<file path="src/emsc_defines.vh">
`ifndef EMSC_DEFINES_VH
`define EMSC_DEFINES_VH

// Counter and register word offsets (byte addresses)
`define EMSC_OFS_RX_OVERSIZE 8'h00
`define EMSC_OFS_RX_LONG_ERRORED 8'h04
`define EMSC_OFS_RX_SHORT 8'h08
`define EMSC_OFS_RX_SHORT_ERRORED 8'h0c
`define EMSC_OFS_RX_ADDR_DISCARD 8'h10
`define EMSC_OFS_RX_QOS_DISCARD 8'h14
`define EMSC_OFS_RX_GOOD_BYTE 8'h18
`define EMSC_OFS_TX_GOOD 8'h1c
`define EMSC_OFS_TX_BROADCAST 8'h20
`define EMSC_OFS_TX_MULTICAST 8'h24
`define EMSC_OFS_TX_PAUSE 8'h28
`define EMSC_OFS_TX_DEFERRED 8'h2c
`define EMSC_OFS_TX_COLLISION_EVENT 8'h30
`define EMSC_OFS_TX_ONE_COLLISION 8'h34
`define EMSC_OFS_TX_SEVERAL_COLLISION 8'h38
`define EMSC_OFS_TX_ABANDONED_COLLISION 8'h3c
`define EMSC_OFS_TX_LATE_COLLISION 8'h40
`define EMSC_OFS_FRAME_64 8'h44
`define EMSC_OFS_CTRL 8'h80
`define EMSC_OFS_STATUS 8'h84

// Counter indices (offset / 4)
`define EMSC_IDX_RX_OVERSIZE 0
`define EMSC_IDX_RX_LONG_ERRORED 1
`define EMSC_IDX_RX_SHORT 2
`define EMSC_IDX_RX_SHORT_ERRORED 3
`define EMSC_IDX_RX_ADDR_DISCARD 4
`define EMSC_IDX_RX_QOS_DISCARD 5
`define EMSC_IDX_RX_GOOD_BYTE 6
`define EMSC_IDX_TX_GOOD 7
`define EMSC_IDX_TX_BROADCAST 8
`define EMSC_IDX_TX_MULTICAST 9
`define EMSC_IDX_TX_PAUSE 10
`define EMSC_IDX_TX_DEFERRED 11
`define EMSC_IDX_TX_COLLISION_EVENT 12
`define EMSC_IDX_TX_ONE_COLLISION 13
`define EMSC_IDX_TX_SEVERAL_COLLISION 14
`define EMSC_IDX_TX_ABANDONED_COLLISION 15
`define EMSC_IDX_TX_LATE_COLLISION 16
`define EMSC_IDX_FRAME_64 17
`define EMSC_NUM_COUNTERS 18

// Control register fields
`define EMSC_CTRL_GIGABIT_BIT 0
`define EMSC_CTRL_QOS_EN_BIT 1
`define EMSC_CTRL_STATS_INT_EN_BIT 2
`define EMSC_CTRL_MAXLEN_LSB 16
`define EMSC_CTRL_MAXLEN_MSB 31
`define EMSC_MAXLEN_RESET 16'h05ee

// Status register fields
`define EMSC_STAT_PEND_BIT 0
`define EMSC_STAT_CLEARING_BIT 1

// Frame size and collision figures
`define EMSC_MIN_FRAME 16'h0040
`define EMSC_LATE_COLL_BITS 16'h0200
`define EMSC_MAX_COLLISIONS 5'h10
`define EMSC_HALF_SCALE_BIT 31

// Clear delay after reset, in clock cycles
`define EMSC_CLEAR_DELAY 6'h26

`endif

</file>
<file path="src/emsc_counter.v">
`timescale 1ns/10ps
`include "emsc_defines.vh"

module emsc_counter #(
    parameter WIDTH = 32
) (
    // Clock and control
    input wire clk,
    input wire reset,
    input wire ce,
    input wire clear,
    // Host write
    input wire wr_en,
    input wire decrement_mode,
    input wire [WIDTH-1:0] wr_data,
    // Hardware increment
    input wire [WIDTH-1:0] inc,
    // Value
    output wire [WIDTH-1:0] count
);

    reg [WIDTH-1:0] cnt_q;
    reg [WIDTH-1:0] cnt_d;
    reg [WIDTH-1:0] base;

    always @* begin
        base = cnt_q;
        if (wr_en) begin
            if (decrement_mode) begin
                base = (wr_data > cnt_q) ? {WIDTH{1'b0}} : cnt_q - wr_data;
            end else begin
                base = wr_data;
            end
        end
        // Increment stacks on top of the write so no event is lost
        cnt_d = base + inc;
    end

    always @(posedge clk) begin
        if (reset) begin
            cnt_q <= {WIDTH{1'b0}};
        end else if (ce) begin
            if (clear) begin
                cnt_q <= {WIDTH{1'b0}};
            end else begin
                cnt_q <= cnt_d;
            end
        end
    end

    assign count = cnt_q;

endmodule // emsc_counter

</file>
<file path="src/emsc_stats.v">
// What this block does
// - Count accepted clean frames above maximum length
// - Count accepted errored frames above maximum length
// - Count accepted clean data frames under 64
// - Count errored short data frames, except flow jams
// - Receive overruns never affect these counts
// - Count clean data frames discarded by address
// - Count QoS drops when threshold reaches free buffers
// - Add good received frame bytes to octets
// - Count transmitted frames without abort conditions
// - Count good transmits to all-ones address
// - Count good transmits to other multicast addresses
// - Pause count only for hardware pause frames
// - Hardware pause also counts multicast and 64-byte
// - Pause frames only in full duplex
// - Count deferred frames sent without any collision
// - Count transmit collisions, late ones too, unless under carrier loss or underrun
// - Count forced collisions from half-duplex flow control
// - Count successes after exactly one collision
// - Count successes after two to fifteen collisions
// - Abandon and count on sixteenth collision
// - Collision past 512 bit-times is late, abandon
// - Late collisions excluded from single/multiple/excessive
// - Clear all counters 38 clocks after reset
// - Write decrements saturating in gigabit mode, else loads
// - Pending flag when any counter reaches half-scale
// - Counters are 32 bits and wrap
`timescale 1ns/10ps
`include "emsc_defines.vh"

module emsc_stats #(
    parameter LEN_WIDTH = 16,
    parameter BUF_WIDTH = 16
) (
    // Clock and reset
    input wire clk,
    input wire reset,
    input wire ce,
    // APB slave
    input wire psel,
    input wire penable,
    input wire pwrite,
    input wire [7:0] paddr,
    input wire [31:0] pwdata,
    output reg [31:0] prdata,
    output reg pready,
    output reg pslverr,
    // Receive path events
    input wire rx_frame_done,
    input wire [LEN_WIDTH-1:0] rx_frame_len,
    input wire rx_is_control,
    input wire rx_addr_match,
    input wire rx_crc_err,
    input wire rx_align_err,
    input wire rx_code_err,
    input wire rx_overrun,
    input wire rx_flow_collision,
    input wire [BUF_WIDTH-1:0] rx_channel_flow_threshold,
    input wire [BUF_WIDTH-1:0] rx_channel_free_buffer_count,
    // Transmit path events
    input wire full_duplex,
    input wire flow_control_active,
    input wire rx_frame_start,
    input wire tx_collision,
    input wire [LEN_WIDTH-1:0] tx_bits_sent,
    input wire tx_frame_done,
    input wire [LEN_WIDTH-1:0] tx_frame_len,
    input wire tx_dest_broadcast,
    input wire tx_dest_multicast,
    input wire tx_hw_pause,
    input wire tx_deferred,
    input wire tx_carrier_loss,
    input wire tx_underrun,
    // Status to the MAC and system
    output reg tx_abandon,
    output reg stats_interrupt_pending
);

    localparam NC = `EMSC_NUM_COUNTERS;

    // Clear sequencer states
    localparam CLR_WAIT = 2'b00;
    localparam CLR_FIRE = 2'b01;
    localparam CLR_DONE = 2'b10;

    reg [1:0] clr_state_q;
    reg [5:0] clr_cnt_q;
    reg clear_pulse;
    wire clearing;

    // Control register
    reg gigabit_interface_enable_q;
    reg rx_qos_filter_enable_q;
    reg stats_int_enable_q;
    reg [15:0] max_rx_frame_length_q;

    // Transmit collision tracking
    reg [4:0] coll_cnt_q;

    // Increments and counter values
    reg [NC*32-1:0] inc_d;
    reg [NC*32-1:0] inc_q;
    wire [NC*32-1:0] counts;

    // APB decode
    wire access = psel & penable;
    wire wr_stb = access & pwrite & pready;
    wire [5:0] idx = paddr[7:2];
    wire in_cnt = (paddr[7] == 1'b0) && (idx < NC) && (paddr[1:0] == 2'b00);
    wire is_ctrl = (paddr == `EMSC_OFS_CTRL);
    wire is_status = (paddr == `EMSC_OFS_STATUS);

    // Receive classification
    // Control frames stay out of the short and address-discard counts, yet count when long
    wire rx_err = rx_crc_err | rx_align_err | rx_code_err;
    wire [LEN_WIDTH-1:0] max_len = max_rx_frame_length_q[LEN_WIDTH-1:0];
    wire rx_long = rx_frame_len > max_len;
    wire rx_short = rx_frame_len < `EMSC_MIN_FRAME;
    wire rx_in_range = !rx_long && !rx_short;
    wire rx_good = rx_addr_match && rx_in_range && !rx_err;

    // Transmit classification
    wire tx_clean = !tx_carrier_loss && !tx_underrun;
    // Late means past the slot time, however many retries came first
    wire tx_late = tx_collision && (tx_bits_sent > `EMSC_LATE_COLL_BITS);
    wire tx_normal_coll = tx_collision && !tx_late;
    wire tx_excess = tx_normal_coll && (coll_cnt_q == `EMSC_MAX_COLLISIONS - 5'h01);
    wire tx_ok = tx_frame_done && tx_clean;
    wire tx_pause_ok = tx_ok && tx_hw_pause && full_duplex;
    wire tx_mcast = tx_dest_multicast && !tx_dest_broadcast;
    wire forced_coll = !full_duplex && flow_control_active && rx_frame_start;
    wire rx_is_64 = rx_addr_match && (rx_frame_len == `EMSC_MIN_FRAME);
    wire tx_is_64 = (tx_frame_len == `EMSC_MIN_FRAME) || tx_pause_ok;

    // Collisions met by the frame now done; a 16th never finishes
    wire tx_no_coll = (coll_cnt_q == 5'h00);
    wire tx_one_coll = (coll_cnt_q == 5'h01);
    wire tx_several_coll = (coll_cnt_q >= 5'h02) && (coll_cnt_q < `EMSC_MAX_COLLISIONS);

    assign clearing = (clr_state_q != CLR_DONE);

    // Delayed clear after reset
    // Edge 1 is the first with reset low; the pulse leaves on edge 37,
    // so counters read zero from edge 38 and events wait until then
    always @(posedge clk) begin
        if (reset) begin
            clr_state_q <= CLR_WAIT;
            clr_cnt_q <= 6'h00;
            clear_pulse <= 1'b0;
        end else if (ce) begin
            clear_pulse <= 1'b0;
            case (clr_state_q)
                CLR_WAIT: begin
                    clr_cnt_q <= clr_cnt_q + 6'h01;
                    if (clr_cnt_q == `EMSC_CLEAR_DELAY - 6'h02) begin
                        clr_state_q <= CLR_FIRE;
                        clear_pulse <= 1'b1;
                    end
                end
                CLR_FIRE: begin
                    clr_state_q <= CLR_DONE;
                end
                CLR_DONE: begin
                    clr_state_q <= CLR_DONE;
                end
                default: begin
                    clr_state_q <= CLR_WAIT;
                end
            endcase
        end
    end

    // Per-frame collision count; reset when the frame is done or abandoned
    // A collision under carrier loss or underrun still advances the retry count
    always @(posedge clk) begin
        if (reset) begin
            coll_cnt_q <= 5'h00;
            tx_abandon <= 1'b0;
        end else if (ce) begin
            tx_abandon <= tx_late || tx_excess;
            if (tx_frame_done || tx_late || tx_excess) begin
                coll_cnt_q <= 5'h00;
            end else if (tx_normal_coll) begin
                coll_cnt_q <= coll_cnt_q + 5'h01;
            end
        end
    end

    // Increment of every counter for this cycle.
    // Overrun is deliberately left out of every term.
    always @* begin
        inc_d = {NC*32{1'b0}};
        if (rx_frame_done && !clearing) begin
            inc_d[`EMSC_IDX_RX_OVERSIZE*32 +: 32] =
                {31'h0, rx_addr_match && rx_long && !rx_err};
            inc_d[`EMSC_IDX_RX_LONG_ERRORED*32 +: 32] =
                {31'h0, rx_addr_match && rx_long && rx_err};
            inc_d[`EMSC_IDX_RX_SHORT*32 +: 32] =
                {31'h0, rx_addr_match && !rx_is_control && rx_short && !rx_err};
            inc_d[`EMSC_IDX_RX_SHORT_ERRORED*32 +: 32] =
                {31'h0, !rx_is_control && rx_short && rx_err && !rx_flow_collision};
            inc_d[`EMSC_IDX_RX_ADDR_DISCARD*32 +: 32] =
                {31'h0, !rx_is_control && !rx_err && !rx_addr_match};
            inc_d[`EMSC_IDX_RX_QOS_DISCARD*32 +: 32] =
                {31'h0, rx_qos_filter_enable_q && rx_good &&
                 (rx_channel_flow_threshold >= rx_channel_free_buffer_count)};
            if (rx_good) begin
                inc_d[`EMSC_IDX_RX_GOOD_BYTE*32 +: 32] = {{(32-LEN_WIDTH){1'b0}}, rx_frame_len};
            end
            inc_d[`EMSC_IDX_FRAME_64*32 +: 32] =
                {31'h0, rx_is_64};
        end
        if (!clearing) begin
            // Transmit and forced collisions may land together: both count
            inc_d[`EMSC_IDX_TX_COLLISION_EVENT*32 +: 32] =
                {31'h0, tx_collision && tx_clean} +
                {31'h0, forced_coll};
            inc_d[`EMSC_IDX_TX_ABANDONED_COLLISION*32 +: 32] = {31'h0, tx_excess && tx_clean};
            inc_d[`EMSC_IDX_TX_LATE_COLLISION*32 +: 32] = {31'h0, tx_late && tx_clean};
        end
        if (tx_ok && !clearing) begin
            inc_d[`EMSC_IDX_TX_GOOD*32 +: 32] = 32'h00000001;
            inc_d[`EMSC_IDX_TX_BROADCAST*32 +: 32] = {31'h0, tx_dest_broadcast};
            inc_d[`EMSC_IDX_TX_MULTICAST*32 +: 32] = {31'h0, tx_mcast || tx_pause_ok};
            inc_d[`EMSC_IDX_TX_PAUSE*32 +: 32] = {31'h0, tx_pause_ok};
            inc_d[`EMSC_IDX_TX_DEFERRED*32 +: 32] = {31'h0, tx_deferred && tx_no_coll};
            inc_d[`EMSC_IDX_TX_ONE_COLLISION*32 +: 32] = {31'h0, tx_one_coll};
            inc_d[`EMSC_IDX_TX_SEVERAL_COLLISION*32 +: 32] =
                {31'h0, tx_several_coll};
            inc_d[`EMSC_IDX_FRAME_64*32 +: 32] = inc_d[`EMSC_IDX_FRAME_64*32 +: 32] +
                {31'h0, tx_is_64};
        end
    end

    // One register stage so all counters of a frame step on the same edge
    // Costs a cycle before a read sees an event, but keeps classifiers off the adders
    always @(posedge clk) begin
        if (reset) begin
            inc_q <= {NC*32{1'b0}};
        end else if (ce) begin
            inc_q <= inc_d;
        end
    end

    // One counter per statistic, each with its own write strobe
    genvar gi;
    generate
        for (gi = 0; gi < NC; gi = gi + 1) begin : g_cnt
            emsc_counter #(
                .WIDTH(32)
            ) u_counter (
                .clk(clk),
                .reset(reset),
                .ce(ce),
                .clear(clear_pulse),
                .wr_en(wr_stb && in_cnt && (idx == gi)),
                .decrement_mode(gigabit_interface_enable_q),
                .wr_data(pwdata),
                .inc(inc_q[gi*32 +: 32]),
                .count(counts[gi*32 +: 32])
            );
        end
    endgenerate

    // Half-scale detection over all counters
    // Bit 31 alone decides: it is set exactly when a value reaches half-scale
    reg any_half;
    integer hi;
    always @* begin
        any_half = 1'b0;
        for (hi = 0; hi < NC; hi = hi + 1) begin
            any_half = any_half | counts[hi*32 + `EMSC_HALF_SCALE_BIT];
        end
    end

    // Control register writes
    // The length limit is inclusive: a frame of exactly that size is in range
    always @(posedge clk) begin
        if (reset) begin
            gigabit_interface_enable_q <= 1'b0;
            rx_qos_filter_enable_q <= 1'b0;
            stats_int_enable_q <= 1'b0;
            max_rx_frame_length_q <= `EMSC_MAXLEN_RESET;
        end else if (ce) begin
            if (wr_stb && is_ctrl) begin
                gigabit_interface_enable_q <= pwdata[`EMSC_CTRL_GIGABIT_BIT];
                rx_qos_filter_enable_q <= pwdata[`EMSC_CTRL_QOS_EN_BIT];
                stats_int_enable_q <= pwdata[`EMSC_CTRL_STATS_INT_EN_BIT];
                max_rx_frame_length_q <= pwdata[`EMSC_CTRL_MAXLEN_MSB:`EMSC_CTRL_MAXLEN_LSB];
            end
        end
    end

    // Pending flag follows the counters; it drops once software decrements them
    // With the enable low the flag stays clear whatever the counters hold
    always @(posedge clk) begin
        if (reset) begin
            stats_interrupt_pending <= 1'b0;
        end else if (ce) begin
            stats_interrupt_pending <= stats_int_enable_q && any_half;
        end
    end

    // APB: one wait state; read data sampled in the first access cycle
    // Every transfer is answered; unmapped words raise pslverr instead of stalling
    // Status is read-only: a write there completes and changes nothing
    reg [31:0] rd_d;
    always @* begin
        rd_d = 32'h00000000;
        if (in_cnt) begin
            rd_d = counts[idx*32 +: 32];
        end else if (is_ctrl) begin
            rd_d[`EMSC_CTRL_GIGABIT_BIT] = gigabit_interface_enable_q;
            rd_d[`EMSC_CTRL_QOS_EN_BIT] = rx_qos_filter_enable_q;
            rd_d[`EMSC_CTRL_STATS_INT_EN_BIT] = stats_int_enable_q;
            rd_d[`EMSC_CTRL_MAXLEN_MSB:`EMSC_CTRL_MAXLEN_LSB] = max_rx_frame_length_q;
        end else if (is_status) begin
            rd_d[`EMSC_STAT_PEND_BIT] = stats_interrupt_pending;
            rd_d[`EMSC_STAT_CLEARING_BIT] = clearing;
        end
    end

    always @(posedge clk) begin
        if (reset) begin
            pready <= 1'b0;
            pslverr <= 1'b0;
            prdata <= 32'h00000000;
        end else if (ce) begin
            if (access && !pready) begin
                pready <= 1'b1;
                pslverr <= !(in_cnt || is_ctrl || is_status);
                prdata <= pwrite ? 32'h00000000 : rd_d;
            end else begin
                pready <= 1'b0;
                pslverr <= 1'b0;
                prdata <= 32'h00000000;
            end
        end
    end

endmodule // emsc_stats

</file>
<file path="config.mk">
export PLATFORM = sky130hd
export DESIGN_NAME = emsc_stats
export DESIGN_NICKNAME = d
export VERILOG_FILES = /design/src/emsc_counter.v /design/src/emsc_stats.v
export VERILOG_INCLUDE_DIRS = /design/src
export SDC_FILE = /design/constraint.sdc
export NUM_CORES = 2
export LEC_CHECK = 0
export BUFFER_PORTS_ARGS = -buffer_cell sky130_fd_sc_hd__buf_2
export CAP_MARGIN = 20
export CORE_AREA = 2 2 428 430
export DETAILED_ROUTE_END_ITERATION = 8
export DIE_AREA = 0 0 430 432
export PLACE_DENSITY_LB_ADDON = 0.12
export SYNTH_ARGS = -nofsm -noshare
export SYNTH_HDL_FRONTEND = slang
export SYNTH_HIERARCHICAL = 1
export SYNTH_SLANG_ARGS = --single-unit
export TNS_END_PERCENT = 20
</file>
<file path="constraint.sdc">
create_clock -name clk -period 6.83 [get_ports clk]
set_input_delay 1.366 -clock clk [delete_from_list [all_inputs] [get_ports clk]]
set_output_delay 1.366 -clock clk [all_outputs]
set_load 0.01 [all_outputs]
</file>
==> results.cfg <==
[clocking]
clkTransAtPathRegs_ns = 0.06
clockRootBuffer = clkbuf_16
insertion_delay_ns = 0.77
clock-sinks = 680
cts_inserted_buffers = 94
cts_tree = done
cts_buffer_depth = 3
htreeDepth = 3

[pwr]
peakVddDrop_uv = 228.4
p_per_area_mw_per_mm2 = 205.3
cellLeakagePower_nw = 58.52
p_total_mw = 24.36

[setup_path]
criticalPathCategory = input pin to register
cp_max_fo = 9
cp-end-kind = register
arrival_ns = 7.28
path_common_cell = o21ai_0
worstPathRequired_ns = 7.47
cp_slowest_stage_delay_ns = 0.44
worstSetupStartpointType = input pin
critPathSlowestCell = fa_1

[cells_and_area]
seq_area_sq_mm = 0.01362
fillers = 16170
nets = 16580
final_cell_area_sq_mm = 0.1186
multi_input_area_sq_mm = 0.08313
layout-drive-gt1-share_pct = 14.78
areaGrowthSynthToFinish_pct = 19.47

[sta]
report.final.slew_viol_count = 0
post-route-min-period_ns = 6.632
setup_violations = 0
fin_crit_sh_pct = 97.10
fin_tns_setup_ns = 0
fmaxAchievable_mhz = 150.8
final.setup_skew_ns = 0.03132
timing.hold.ws_ns = 0.4600
finalHoldViolCount = 0
max_slew.worst_pin.slew_ns = 1.218
setup_slack_ns = 0.1979
rsz0062_at_grt = yes
slew_headroom_pct = 18.31

[floorplan]
rows = 157
floorplan.initialDensity_pct = 54.65
core_sq_mm = 0.1817
fp.dieArea_sq_mm = 0.1858
die-height_um = 432
io_pins = 181
die_x_um = 430

[placement]
gp_congestion = 1.069
dp_slack_ns = -0.6747
port_buffers = 179
dpl_cell_area_sq_mm = 0.1150
place_hpwl_mm = 335.3

[yosys]
yosysTopAreaCellShare_pct = 16.64
synth.distinct_cells = 131
post-synth-top-count-cell = a21oi_1
ys_top_cells_by_area = ha_1 17%, dfxtp_1 14%, a21oi_1 8.8%, nor2_1 5.7%, xnor2_1 5.1%
async_reset_ff_share_pct = 0
post-synth-top-area-cell = ha_1
synth-edff-count = 0
synth_cells = 13200
ys.flop_type = dfxtp_1
avgSynthCellArea_sq_um = 7.521
synth_area_sq_mm = 0.09931
synth_common_cells = 1753 x a21oi_1, 1507 x nor2_1, 1321 x ha_1, 849 x inv_1, 721 x nand2_1
ys_ff_latch = 680
ys.warnings.count = 6
yosysSeqAreaShare_pct = 13.71

[route]
viasPerCell = 6.265
drt_iter0_drc = 11730
post_drt_wl_per_cell_um = 24.10
met1_length_mm = 163.3
wl_mm = 423.6
top_layer = met5
antenna_left = 0
wl_met2_mm = 176.9
drc_errors = 0
drt-pass1-iter-count = 9
met3WireLength_mm = 42.31
vias = 110100

[global_routing]
grt_pass1_vias = 103400
grt_pass1_wl_mm = 624.0
grt_antenna_before_repair = 87
grt_start_max_net_pins = 116
track_usage_pct = 43.52
grt_overflow_total = 0

[status]
status = finished, final reports clean

[flow_run]
cap_violations = 0

[min_path]
hold_path.class = register to register
==> metrics by stage <==
| step | util, % | instances |
|---|---|---|
| global placement | 63.26 | 17360 |
| detailed placement | 63.26 | 17360 |
| finish | 65.29 | 17580 |
| global route | 65.25 | 17550 |
| floorplan | - | 13900 |
| CTS | 65.09 | 17540 |
==> cells in the final DEF (no fill, tap or decap), types with 122 or more instances in the layout <==
master	n
nor2b_1	468
nor2_1	1490
a22oi_1	247
buf_2	173
nand3_1	208
a22o_1	153
a21oi_1	1749
mux4_2	157
o21ai_0	559
conb_1	698
dfxtp_1	678
buf_4	1341
nor3_1	137
xnor2_1	576
o21bai_1	138
a21o_1	457
nand2_1	721
a2bb2oi_1	151
a31oi_1	205
inv_1	848
xor2_1	406
a211oi_1	122
ha_1	1321
nand2b_1	141
==> sequential cells by signal, indices dropped and copies added, names as in the netlist <==
signal	count
tx_abandon	1
clr_state_q	2
gigabit_interface_enable_q	1
prdata	32
max_len	16
rx_qos_filter_enable_q	1
stats_int_enable_q	1
clear_pulse	1
g_cnt.u_counter/count	576
inc_q	35
stats_interrupt_pending	1
pslverr	1
pready	1
clr_cnt_q	6
coll_cnt_q	5
==> worst max-delay path: cells and delay by family <==
family / cells / cell delay, ns
AOI/OAI and AO/OA: 18 / 3.47
buffers and inverters: 6 / 1.07
adders and majority gates: 3 / 0.92
and+or+nand+nor: 3 / 0.35
xor gates and xnor gates: 1 / 0.09
==> area by class of cell <==
class	instances	area share [%]
Multi-Input combinational cell	11850	70.07
Sequential cell	680	11.48
Timing Repair Buffer	1585	10.33
Inverter	864	2.734
Tap cell	2385	2.515
Clock buffer	125	2.271
Clock inverter	53	0.5231
Antenna cell	37	0.07804
==> per-layer routing <==
metal  up-vias  GRT usage, %
met1     51770         52.65
met2      5231         65.83
met4        64         35.67
met3      1550         10.12
met5         -             0
li1      51530             -
==> timing repair <==
| item | CTS | global route |
|---|---|---|
| setup buffers | 0 | 2 |
| gates resized for setup | 0 | 36 |
| endpoints found under the setup margin | 0 | 67 |
| hold buffers | 0 | 0 |
==> where the power goes <==
| part | leakage, nW | internal (mW) | switching (mW) | total (mW) |
|---|---|---|---|---|
| Combinational | 51.3 | 6.04 | 7.35 | 13.4 |
| Clock | 1.63 | 3.20 | 2.33 | 5.53 |
| Sequential | 5.59 | 4.44 | 1.00 | 5.44 |
| Total | 58.5 | 13.7 | 10.7 | 24.4 |
==> logic make-up (layout without fill, tap and decap cells) <==
| group | count (synthesis) | count (layout) | synth area share (%) |
|---|---|---|---|
| AOI/OAI and AO/OA | 4827 | 4827 | 32.32 |
| and+or+nand+nor | 3755 | 3755 | 18.01 |
| buffers and inverters | 1369 | 2627 | 5.524 |
| adders and majority gates | 1357 | 1357 | 17.37 |
| xor gates and xnor gates | 982 | 982 | 8.661 |
| DFF | 680 | 680 | 13.71 |
| muxes | 233 | 233 | 4.407 |
| other | 1 | 735 | 0.003776 |
==> final timing paths <==
check,from,slack (ns),to,cells after the start
min,tx_abandon,0.46,tx_abandon,2
max,pwdata[8],0.20,g_cnt[1].u_counter/count[28],31
max reg2reg,g_cnt[7].u_counter/count[0],0.65,g_cnt[7].u_counter/count[30],28
min reg2reg,tx_abandon,0.46,tx_abandon,2
Power figures use the tool's default switching activity.
